**src/design/line_diag_pkg.sv**
```systemverilog
package line_diag_pkg;

   // Register indices; byte address is four times the index
   localparam logic [7:0] IDX_PATTERN_ALARM = 8'h0D;
   localparam logic [7:0] IDX_LOOPBACK      = 8'h0E;
   localparam logic [7:0] IDX_CODE_LENGTH   = 8'h0F;
   localparam logic [7:0] IDX_TX_CODE       = 8'h10;
   localparam logic [7:0] IDX_RX_ACTIVATE   = 8'h11;
   localparam logic [7:0] IDX_RX_DEACTIVATE = 8'h12;

   localparam logic [7:0] ADDR_PATTERN_ALARM = 8'(IDX_PATTERN_ALARM * 4);
   localparam logic [7:0] ADDR_LOOPBACK      = 8'(IDX_LOOPBACK * 4);
   localparam logic [7:0] ADDR_CODE_LENGTH   = 8'(IDX_CODE_LENGTH * 4);
   localparam logic [7:0] ADDR_TX_CODE       = 8'(IDX_TX_CODE * 4);
   localparam logic [7:0] ADDR_RX_ACTIVATE   = 8'(IDX_RX_ACTIVATE * 4);
   localparam logic [7:0] ADDR_RX_DEACTIVATE = 8'(IDX_RX_DEACTIVATE * 4);

   // Writable bits of the three masked registers; the rest read as zero
   localparam logic [7:0] MASK_PATTERN_ALARM = 8'h7F;
   localparam logic [7:0] MASK_LOOPBACK      = 8'h0F;
   localparam logic [7:0] MASK_CODE_LENGTH   = 8'h3F;

   // Values after reset
   localparam logic [7:0] RST_PATTERN_ALARM = 8'h00;
   localparam logic [7:0] RST_LOOPBACK      = 8'h00;
   localparam logic [7:0] RST_CODE_LENGTH   = 8'h01;
   localparam logic [7:0] RST_TX_CODE       = 8'h01;
   localparam logic [7:0] RST_RX_ACTIVATE   = 8'h01;
   localparam logic [7:0] RST_RX_DEACTIVATE = 8'h09;

   // Field positions, pattern and alarm register
   localparam int POS_PATTERN_SELECT = 5;
   localparam int POS_PATTERN_CLOCK  = 4;
   localparam int POS_PRBS_INVERT    = 3;
   localparam int POS_LOSS_CRITERION = 2;
   localparam int POS_AIS_ON_LOSS    = 1;
   localparam int POS_AUTO_ALL_ONES  = 0;
   // Field positions, loopback register
   localparam int POS_AUTO_REMOTE    = 3;
   localparam int POS_REMOTE         = 2;
   localparam int POS_ANALOG         = 1;
   localparam int POS_DIGITAL        = 0;
   // Field positions, code length register
   localparam int POS_TX_LENGTH      = 4;
   localparam int POS_RX_ACT_LENGTH  = 2;
   localparam int POS_RX_DEACT_LENGTH = 0;

   // Generator lengths and QRSS zero suppression
   localparam int PRBS_E1_LEN     = 15;
   localparam int QRSS_T1_LEN     = 20;
   localparam int QRSS_ZERO_LIMIT = 14;
   localparam int SYNC_STAGES     = 3;

   typedef enum logic [1:0] {
      PATT_NORMAL = 2'b00,
      PATT_ONES   = 2'b01,
      PATT_PRBS   = 2'b10,
      PATT_CODE   = 2'b11
   } pattern_t;

   // Gray coded along idle -> looped
   typedef enum logic [1:0] {
      LOOP_IDLE   = 2'b00,
      LOOP_ACTIVE = 2'b01
   } auto_loop_t;

endpackage

```
**src/design/line_diag_maintenance_control.sv**
```systemverilog
`timescale 1ns/1ns
module line_diag_maintenance_control #(
   parameter int MASTER_BIT_DIV = 49
) (
   // Clock and reset
   input  wire logic        core_clk,
   input  wire logic        rst,
   // APB slave
   input  wire logic        psel,
   input  wire logic        penable,
   input  wire logic        pwrite,
   input  wire logic [7:0]  paddr,
   input  wire logic [31:0] pwdata,
   input  wire logic [3:0]  pstrb,
   output logic      [31:0] prdata,
   output logic             pready,
   output logic             pslverr,
   // Transmit side pins
   input  wire logic        transmit_clock,
   input  wire logic        sys_tx_data,
   // Receive side and mode, same clock domain
   input  wire logic        line_mode_e1,
   input  wire logic        loss_of_signal,
   input  wire logic        rx_bit,
   input  wire logic        rx_bit_valid,
   // Line transmit stream
   output logic             line_tx_data,
   output logic             line_tx_strobe,
   // System receive outputs
   output logic             receive_data_positive,
   output logic             receive_data_negative,
   output logic             receive_clock_out,
   // Status and control to neighbouring blocks
   output logic             analog_loop_active,
   output logic             loss_criterion_select,
   output logic             remote_loop_active,
   output logic             activate_code_seen,
   output logic             deactivate_code_seen,
   output logic             prbs_bit_error
);

   initial begin
      if (MASTER_BIT_DIV < 1 || MASTER_BIT_DIV > 65535) begin
         $error("MASTER_BIT_DIV out of range");
      end
   end

   // Register storage
   logic [7:0] pattern_alarm_reg;
   logic [7:0] loopback_reg;
   logic [7:0] code_length_reg;
   logic [7:0] tx_inband_code_value;
   logic [7:0] rx_activate_code_value;
   logic [7:0] rx_deactivate_code_value;

   line_diag_pkg::pattern_t test_pattern_select;
   logic       pattern_clock_select;
   logic       pseudo_random_invert;
   logic       loss_alarm_criterion;
   logic       alarm_output_on_loss_enable;
   logic       auto_all_ones_on_loss;
   logic       auto_remote_loop_enable;
   logic       remote_loop_enable;
   logic       analog_loop_enable;
   logic       digital_loop_enable;
   logic [1:0] tx_code_length;
   logic [1:0] rx_activate_code_length;
   logic [1:0] rx_deactivate_code_length;

   assign test_pattern_select = line_diag_pkg::pattern_t'(
      pattern_alarm_reg[line_diag_pkg::POS_PATTERN_SELECT +: 2]);
   assign pattern_clock_select        = pattern_alarm_reg[line_diag_pkg::POS_PATTERN_CLOCK];
   assign pseudo_random_invert        = pattern_alarm_reg[line_diag_pkg::POS_PRBS_INVERT];
   assign loss_alarm_criterion        = pattern_alarm_reg[line_diag_pkg::POS_LOSS_CRITERION];
   assign alarm_output_on_loss_enable = pattern_alarm_reg[line_diag_pkg::POS_AIS_ON_LOSS];
   assign auto_all_ones_on_loss       = pattern_alarm_reg[line_diag_pkg::POS_AUTO_ALL_ONES];
   assign auto_remote_loop_enable     = loopback_reg[line_diag_pkg::POS_AUTO_REMOTE];
   assign remote_loop_enable          = loopback_reg[line_diag_pkg::POS_REMOTE];
   assign analog_loop_enable          = loopback_reg[line_diag_pkg::POS_ANALOG];
   assign digital_loop_enable         = loopback_reg[line_diag_pkg::POS_DIGITAL];
   assign tx_code_length            = code_length_reg[line_diag_pkg::POS_TX_LENGTH +: 2];
   assign rx_activate_code_length   = code_length_reg[line_diag_pkg::POS_RX_ACT_LENGTH +: 2];
   assign rx_deactivate_code_length = code_length_reg[line_diag_pkg::POS_RX_DEACT_LENGTH +: 2];

   // Code length field to period minus one: 00..11 give 5..8 bits
   function automatic logic [2:0] code_last(input logic [1:0] len);
      code_last = 3'(len) + 3'h4;
   endfunction

   // Repeated-code match: two back-to-back copies of the low bits
   function automatic logic code_match(input logic [15:0] hist,
                                       input logic [7:0]  code,
                                       input logic [1:0]  len);
      logic [7:0] mask;
      logic [7:0] first;
      logic [7:0] second;
      mask   = 8'hFF >> (3'h3 - 3'(len));
      first  = hist[7:0] & mask;
      second = 8'(hist >> (4'(len) + 4'h5)) & mask;
      code_match = (first == (code & mask)) && (second == (code & mask));
   endfunction

   // APB slave: answer one cycle after setup
   logic       apb_setup;
   logic       apb_write_now;
   logic [7:0] next_rdata;
   logic       next_err;

   assign apb_setup     = psel && !penable && !pready;
   assign apb_write_now = psel && penable && pready && pwrite && pstrb[0];

   always_comb begin
      next_rdata = 8'h00;
      next_err   = 1'b0;
      if (paddr == line_diag_pkg::ADDR_PATTERN_ALARM) begin
         next_rdata = pattern_alarm_reg;
      end else if (paddr == line_diag_pkg::ADDR_LOOPBACK) begin
         next_rdata = loopback_reg;
      end else if (paddr == line_diag_pkg::ADDR_CODE_LENGTH) begin
         next_rdata = code_length_reg;
      end else if (paddr == line_diag_pkg::ADDR_TX_CODE) begin
         next_rdata = tx_inband_code_value;
      end else if (paddr == line_diag_pkg::ADDR_RX_ACTIVATE) begin
         next_rdata = rx_activate_code_value;
      end else if (paddr == line_diag_pkg::ADDR_RX_DEACTIVATE) begin
         next_rdata = rx_deactivate_code_value;
      end else begin
         next_err = 1'b1;
      end
   end

   always_ff @(posedge core_clk) begin
      if (rst) begin
         pready  <= 1'b0;
         pslverr <= 1'b0;
         prdata  <= 32'h0000_0000;
      end else if (apb_setup) begin
         pready  <= 1'b1;
         pslverr <= next_err;
         prdata  <= pwrite ? 32'h0000_0000 : {24'h00_0000, next_rdata};
      end else begin
         pready  <= 1'b0;
         pslverr <= 1'b0;
         prdata  <= 32'h0000_0000;
      end
   end

   always_ff @(posedge core_clk) begin
      if (rst) begin
         pattern_alarm_reg        <= line_diag_pkg::RST_PATTERN_ALARM;
         loopback_reg             <= line_diag_pkg::RST_LOOPBACK;
         code_length_reg          <= line_diag_pkg::RST_CODE_LENGTH;
         tx_inband_code_value     <= line_diag_pkg::RST_TX_CODE;
         rx_activate_code_value   <= line_diag_pkg::RST_RX_ACTIVATE;
         rx_deactivate_code_value <= line_diag_pkg::RST_RX_DEACTIVATE;
      end else if (apb_write_now) begin
         if (paddr == line_diag_pkg::ADDR_PATTERN_ALARM) begin
            pattern_alarm_reg <= pwdata[7:0] & line_diag_pkg::MASK_PATTERN_ALARM;
         end else if (paddr == line_diag_pkg::ADDR_LOOPBACK) begin
            loopback_reg <= pwdata[7:0] & line_diag_pkg::MASK_LOOPBACK;
         end else if (paddr == line_diag_pkg::ADDR_CODE_LENGTH) begin
            code_length_reg <= pwdata[7:0] & line_diag_pkg::MASK_CODE_LENGTH;
         end else if (paddr == line_diag_pkg::ADDR_TX_CODE) begin
            tx_inband_code_value <= pwdata[7:0];
         end else if (paddr == line_diag_pkg::ADDR_RX_ACTIVATE) begin
            rx_activate_code_value <= pwdata[7:0];
         end else if (paddr == line_diag_pkg::ADDR_RX_DEACTIVATE) begin
            rx_deactivate_code_value <= pwdata[7:0];
         end
      end
   end

   // Pin synchronisers; a change counts once stages two and three agree
   logic [line_diag_pkg::SYNC_STAGES-1:0] transmit_clock_sync;
   logic [line_diag_pkg::SYNC_STAGES-1:0] txd_sync;
   logic                                  transmit_clock_level;
   logic                                  transmit_clock_prev;
   logic                                  txd_level;

   always_ff @(posedge core_clk) begin
      if (rst) begin
         transmit_clock_sync <= '0;
         txd_sync  <= '0;
      end else begin
         transmit_clock_sync <= {transmit_clock_sync[1:0], transmit_clock};
         txd_sync  <= {txd_sync[1:0], sys_tx_data};
      end
   end

   always_ff @(posedge core_clk) begin
      if (rst) begin
         transmit_clock_level <= 1'b0;
         transmit_clock_prev  <= 1'b0;
         txd_level  <= 1'b0;
      end else begin
         transmit_clock_prev <= transmit_clock_level;
         if (transmit_clock_sync[1] == transmit_clock_sync[2]) begin
            transmit_clock_level <= transmit_clock_sync[2];
         end
         if (txd_sync[1] == txd_sync[2]) begin
            txd_level <= txd_sync[2];
         end
      end
   end

   // Bit ticks: transmit clock edge or divided master clock
   logic        tx_clock_tick;
   logic        master_tick;
   logic [15:0] master_count;
   logic        bit_tick;

   assign tx_clock_tick = transmit_clock_level && !transmit_clock_prev;

   always_ff @(posedge core_clk) begin
      if (rst) begin
         master_count <= 16'h0000;
         master_tick  <= 1'b0;
      end else if (master_count == 16'(MASTER_BIT_DIV - 1)) begin
         master_count <= 16'h0000;
         master_tick  <= 1'b1;
      end else begin
         master_count <= master_count + 16'h0001;
         master_tick  <= 1'b0;
      end
   end

   // Master tick whenever selected, normal data included
   assign bit_tick = (test_pattern_select != line_diag_pkg::PATT_NORMAL && pattern_clock_select)
                     || (test_pattern_select == line_diag_pkg::PATT_NORMAL && pattern_clock_select)
                     ? master_tick : tx_clock_tick;

   // Pseudo-random generator: x^15+x^14+1 or x^20+x^17+1
   logic [19:0] prbs_state;
   logic        prbs_feedback;
   logic [3:0]  zero_run;
   logic        prbs_raw;

   assign prbs_feedback = line_mode_e1 ? (prbs_state[14] ^ prbs_state[13])
                                       : (prbs_state[19] ^ prbs_state[16]);
   // QRSS forces a one after a long zero run
   assign prbs_raw = line_mode_e1 ? prbs_state[14]
                     : (prbs_state[19] || zero_run == 4'(line_diag_pkg::QRSS_ZERO_LIMIT));

   always_ff @(posedge core_clk) begin
      if (rst) begin
         prbs_state <= 20'h0_0001;
         zero_run   <= 4'h0;
      end else if (bit_tick && test_pattern_select == line_diag_pkg::PATT_PRBS) begin
         prbs_state <= {prbs_state[18:0], prbs_feedback};
         if (prbs_raw) begin
            zero_run <= 4'h0;
         end else begin
            zero_run <= zero_run + 4'h1;
         end
      end
   end

   // Inband code generator walks the low code bits, MSB first
   logic [2:0] code_pos;

   always_ff @(posedge core_clk) begin
      if (rst) begin
         code_pos <= 3'h4;
      end else if (bit_tick && test_pattern_select == line_diag_pkg::PATT_CODE) begin
         if (code_pos == 3'h0) begin
            code_pos <= code_last(tx_code_length);
         end else begin
            code_pos <= code_pos - 3'h1;
         end
      end
   end

   // Auto remote loopback follows received inband codes
   logic [15:0]               rx_history;
   logic                      act_hit;
   logic                      deact_hit;
   line_diag_pkg::auto_loop_t auto_loop_state;
   logic                      effective_remote;

   assign act_hit   = code_match(rx_history, rx_activate_code_value,
                                 rx_activate_code_length);
   assign deact_hit = code_match(rx_history, rx_deactivate_code_value,
                                 rx_deactivate_code_length);

   always_ff @(posedge core_clk) begin
      if (rst) begin
         rx_history <= 16'h0000;
      end else if (rx_bit_valid) begin
         rx_history <= {rx_history[14:0], rx_bit};
      end
   end

   always_ff @(posedge core_clk) begin
      if (rst) begin
         auto_loop_state <= line_diag_pkg::LOOP_IDLE;
      end else if (!auto_remote_loop_enable) begin
         auto_loop_state <= line_diag_pkg::LOOP_IDLE;
      end else begin
         case (auto_loop_state)
            line_diag_pkg::LOOP_IDLE: begin
               if (act_hit) begin
                  auto_loop_state <= line_diag_pkg::LOOP_ACTIVE;
               end
            end
            line_diag_pkg::LOOP_ACTIVE: begin
               if (deact_hit) begin
                  auto_loop_state <= line_diag_pkg::LOOP_IDLE;
               end
            end
            default: begin
               auto_loop_state <= line_diag_pkg::LOOP_IDLE;
            end
         endcase
      end
   end

   assign effective_remote = remote_loop_enable
                             || auto_loop_state == line_diag_pkg::LOOP_ACTIVE;

   // Transmit bit selection; loss all-ones wins only in normal mode
   logic next_tx_bit;
   logic next_tx_strobe;

   always_comb begin
      next_tx_bit    = txd_level;
      next_tx_strobe = bit_tick;
      if (effective_remote) begin
         next_tx_bit    = rx_bit;
         next_tx_strobe = rx_bit_valid;
      end else begin
         case (test_pattern_select)
            line_diag_pkg::PATT_NORMAL: begin
               next_tx_bit = pattern_clock_select ? 1'b0 : txd_level;
               if (auto_all_ones_on_loss && loss_of_signal) begin
                  next_tx_bit = 1'b1;
               end
            end
            line_diag_pkg::PATT_ONES: begin
               next_tx_bit = 1'b1;
            end
            line_diag_pkg::PATT_PRBS: begin
               next_tx_bit = prbs_raw ^ pseudo_random_invert;
            end
            line_diag_pkg::PATT_CODE: begin
               next_tx_bit = tx_inband_code_value[code_pos];
            end
            default: begin
               next_tx_bit = txd_level;
            end
         endcase
      end
   end

   always_ff @(posedge core_clk) begin
      if (rst) begin
         line_tx_data   <= 1'b0;
         line_tx_strobe <= 1'b0;
      end else begin
         line_tx_data   <= next_tx_bit;
         line_tx_strobe <= next_tx_strobe;
      end
   end

   // Receive-side PRBS checker, self-synchronising on received bits
   logic [19:0] chk_state;
   logic        chk_bit;
   logic        chk_expect;

   assign chk_bit    = rx_bit ^ pseudo_random_invert;
   assign chk_expect = line_mode_e1 ? (chk_state[14] ^ chk_state[13])
                                    : (chk_state[19] ^ chk_state[16]);

   always_ff @(posedge core_clk) begin
      if (rst) begin
         chk_state      <= 20'h0_0000;
         prbs_bit_error <= 1'b0;
      end else if (rx_bit_valid) begin
         chk_state      <= {chk_state[18:0], chk_bit};
         prbs_bit_error <= (chk_bit != chk_expect);
      end else begin
         prbs_bit_error <= 1'b0;
      end
   end

   // System receive outputs: recovered data, digital loop, or alarm
   always_ff @(posedge core_clk) begin
      if (rst) begin
         receive_data_positive <= 1'b0;
         receive_data_negative <= 1'b0;
         receive_clock_out     <= 1'b0;
      end else if (alarm_output_on_loss_enable && loss_of_signal) begin
         // Alarm pattern is all ones, clocked from the master tick
         if (master_tick) begin
            receive_data_positive <= 1'b1;
            receive_data_negative <= 1'b0;
            receive_clock_out     <= !receive_clock_out;
         end
      end else if (digital_loop_enable) begin
         if (tx_clock_tick) begin
            receive_data_positive <= txd_level;
            receive_data_negative <= !txd_level;
            receive_clock_out     <= !receive_clock_out;
         end
      end else if (rx_bit_valid) begin
         receive_data_positive <= rx_bit;
         receive_data_negative <= !rx_bit;
         receive_clock_out     <= !receive_clock_out;
      end
   end

   // Status and steering outputs
   always_ff @(posedge core_clk) begin
      if (rst) begin
         analog_loop_active    <= 1'b0;
         loss_criterion_select <= 1'b0;
         remote_loop_active    <= 1'b0;
         activate_code_seen    <= 1'b0;
         deactivate_code_seen  <= 1'b0;
      end else begin
         analog_loop_active    <= analog_loop_enable;
         loss_criterion_select <= loss_alarm_criterion;
         remote_loop_active    <= effective_remote;
         activate_code_seen    <= act_hit;
         deactivate_code_seen  <= deact_hit;
      end
   end

endmodule

```
**config.mk**
```make
export PLATFORM = sky130hd
export DESIGN_NAME = line_diag_maintenance_control
export DESIGN_NICKNAME = d
export VERILOG_FILES = /design/src/design/line_diag_pkg.sv /design/src/design/line_diag_maintenance_control.sv
export SDC_FILE = /design/constraint.sdc
export NUM_CORES = 1
export LEC_CHECK = 0
export ABC_AREA = 1
export CAP_MARGIN = 30
export CELL_PAD_IN_SITES_DETAIL_PLACEMENT = 1
export CELL_PAD_IN_SITES_GLOBAL_PLACEMENT = 2
export CORE_MARGIN = 2
export CORE_UTILIZATION = 39
export CTS_CLUSTER_SIZE = 25
export DETAILED_ROUTE_END_ITERATION = 16
export DONT_BUFFER_PORTS = 1
export MAX_ROUTING_LAYER = met4
export PLACE_DENSITY = 0.94
export SLEW_MARGIN = 20
export SYNTH_ARGS = -nofsm -noshare
export SYNTH_HDL_FRONTEND = slang
export SYNTH_SLANG_ARGS = --single-unit
export TNS_END_PERCENT = 100
```
**constraint.sdc**
```tcl
create_clock -name core_clk -period 2.75 [get_ports core_clk]
set_clock_uncertainty 0.2 [all_clocks]
set_input_delay 0.4125 -clock core_clk [delete_from_list [all_inputs] [get_ports core_clk]]
set_output_delay 0.4125 -clock core_clk [all_outputs]
set_load 0.01 [all_outputs]
```
==> metrics.md <==
| Metric | Value |
|---|---|
| HP Class | `in2reg` |
| Cell Rows | `49` |
| Dominant synthesized flop cell | `dfxtp_1` |
| Die Wd | `140.2 um` |
| ANT nets after route | `0` |
| First-pass GRT wire length | `between 30000 and 40000 um` |
| Critical setup path kind | `in2reg` |
| Run status | `completed` |
| FFs w/ async S/R, synth | `0` |
| Slew margin rel. | `0.6113` |
| Core area | `18090 um^2` |
| Critical path's slowest cell | `dlygate4sd3_1` |
| Worst-path cell chain | `dlygate4sd3_1 > inv_2 > and3_1 > inv_1 > nor2_1 > o21ai_0 > a31oi_1` |
| Synth top cells by count | `nand2_1 (203), dfxtp_1 (152), nor2_1 (117), inv_1 (99), a21oi_1 (87)` |
| Sw frac | `0.2416` |
| Share of cells above drive strength 1 | `0.09286` |
| CP endpoint kind | `register` |
| Setup repair after global routing missed its margin | `no` |
| Diodes inserted | `0` |
| Routability cong. | `between 0.8 and 0.9` |
| Clock Tree Root | `clkbuf_16` |
| Worst slew pin tran | `0.5822 ns` |
| Dpl hpwl | `~14000 um` |
| Switching pwr | `1187 uW` |
| Post-layout minimum cycle time | `~2.1 ns` |
| Gate power share | `0.056` |
| Yosys top cell by area | `dfxtp_1` |
| Clk network pwr share | `0.476` |
| Syn-to-layout area delta | `11.46%` |
| Final total power | `~5000 uW` |
| Drt pass-1 iters | `4` |
| Maximum vdd ir drop | `460.0 uV` |
| Yosys reg bits | `152` |
| Pre-CTS setup slack | `just over 0.7 ns` |
| Final wirelength | `20700 um` |
| Mapped Cells | `~1000` |
| Post-CTS setup buffers | `0` |
| Fin crit share | `0.7813` |
| Final Worst Setup Slack | `0.6015 ns` |
| Worst path arrival time | `2.29 ns` |
| CP Max Fanout | `6` |
| Routed vias | `6557` |
| Drt drc | `0` |
| Cell Pwr Density | `608.7 nW/um^2` |
| Hold-fix buffer count after cts | `17` |
| Worst skew pair latency | `0.44 ns` |
| CTS HTree Levels | `4` |
| Clock-pin slew on the worst setup and hold paths | `0.06 ns` |
| FMAX | `~470 MHz` |
| Distinct cell type count after synthesis | `47` |
| Pleak | `0.003296 uW` |
| Mapped cell area | `approximately 7200 um^2` |
| Setup_tns | `0 ns` |
| Vias per inst | `5.237` |
| Post-CTS Resized | `0` |
| Top flop regs | `chk_state (20), prbs_state (20)` |
| Remaining Overflow, GRT | `0` |
| Die height | `140.2 um` |
| CTS max path bufs | `2` |
| Pins Over Slew Limit | `0` |
| Max Cap Viol | `0` |
| Reg power frac | `0.467` |
| Seq/Total Area, Yosys | `0.4203` |
| Wire length per cell | `16.53 um` |
| Final setup violation count | `0` |
| Startpoint Class | `input pin` |
| Sink Count | `152` |
| DIE AREA | `just under 20000 um^2` |
| Initial antenna violation count | `0` |
| Largest net degree at the start of global routing | `53` |
| I/O pin count | `100` |
| Fin. Hold Viols | `0` |
| CTS buffer count | `17` |
| Post-synth EDFFs | `0` |
| PortBufs | `0` |
| Int Pwr | `3725 uW` |
| Top cell type's share of synthesized area | `0.4203` |
| Fin nets | `between 1000 and 1500` |
| Main area contributors after synthesis | `dfxtp_1 (42%), nand2_1 (11%), nor2_1 (6.1%)` |
| Number of global-route vias before repair | `between 6000 and 7000` |
| Top-count cell post-synth | `nand2_1` |
| Max incr delay on CP | `0.62 ns` |
| Mean Syn Cell Area | `7.203 um^2` |
| Warnings from Yosys | `0` |
| GRT Util Overall | `0.2243` |
| CTS tree | `done` |
| Iteration-0 DRC Markers | `around 320` |
| Starting Density | `0.4003` |
| Worst path required time | `between 2 and 3 ns` |
[cell type report]
class                           count  area, um^2
Clock buffer                       21       460.4
Sequential cell                   152        3043
Tap cell                          229       286.5
Inverter                          111       419.2
Fill cell                        2247       10020
Multi-Input combinational cell    706        3496
Clock inverter                     10       121.4
Timing Repair Buffer               23       242.7
[power groups by stage]
stage          Combinational (uW)  Sequential, uW  Clock (uW)
6_report                      277            2300        2340
5_1_grt                       317            2300        2490
4_1_cts                       278            2300        2390
3_5_place_dp                  216            2340           0
3_3_place_gp                  210            2340           0
2_1_floorplan                 221            2320           0
[per-layer routing]
layer  vias to the layer above  global-route usage  wire, um
met4                         0             0.05635       250
met1                      3162              0.2963      9946
met5                         -                   -         0
met2                       135              0.3473      9476
met3                        20             0.05436      1027
li1                       3240                   -         -
[per-stage QoR]
| step | cell area, um^2 | utilization | hold slack (ns) | std cells |
|---|---|---|---|---|
| CTS | 8069 | 0.4461 | 0.004162 | 1252 |
| global placement | 7289 | 0.4030 | 0.1896 | 1204 |
| finish | 8069 | 0.4461 | 0.01091 | 1252 |
| detailed placement | 7289 | 0.4030 | 0.2028 | 1204 |
| global route | 8069 | 0.4461 | 0.003427 | 1252 |
| floorplan | 7326 | - | 0.1883 | 1028 |
[worst paths after layout]
check                                        start                  to  slack, ns  cells after the start
worst max register to register  code_length_reg[0]  auto_loop_state[0]       0.68                     11
worst min register to register         txd_sync[0]         txd_sync[1]       0.21                      2
worst min-delay path                  rx_bit_valid       rx_history[5]       0.01                      2
worst max-delay path                           rst           prdata[2]       0.60                      7
[cell usage in the layout, fill, tap and decap left out, drive strengths merged, types with 4 or more instances in the layout]
cell type,netlist,layout
nor3,17,17
xor2,9,9
a21oi,91,91
nand4,6,6
buf,41,8
inv,111,112
dlygate4sd3,0,15
a211oi,8,8
clkbuf,18,21
nand3,76,76
ha,6,6
or2,4,4
o211ai,12,12
conb,1,24
nor2,129,129
xnor2,5,5
dfxtp,152,152
clkinvlp,0,4
nand2,211,211
o21ai,94,94
[logic make-up (layout without fill, tap and decap cells)]
logic type / count (synthesis) / count (layout) / synth area share
simple gates: 448 / 448 / 0.2779
compound gates: 214 / 214 / 0.1652
buf+inv: 170 / 165 / 0.1087
flops: 152 / 152 / 0.4203
xor+xnor: 14 / 14 / 0.01694
fa+ha+maj: 6 / 6 / 0.01037
other cells: 1 / 24 / 0.0005180
[worst max-delay path: cells and delay by family]
| kind | cells | cell delay (ns) |
|---|---|---|
| buffers and inverters | 3 | 0.86 |
| AO/OA/AOI/OAI | 2 | 0.44 |
| AND/OR/NAND/NOR | 2 | 0.57 |
No activity file was read; power rests on OpenSTA's default activity.
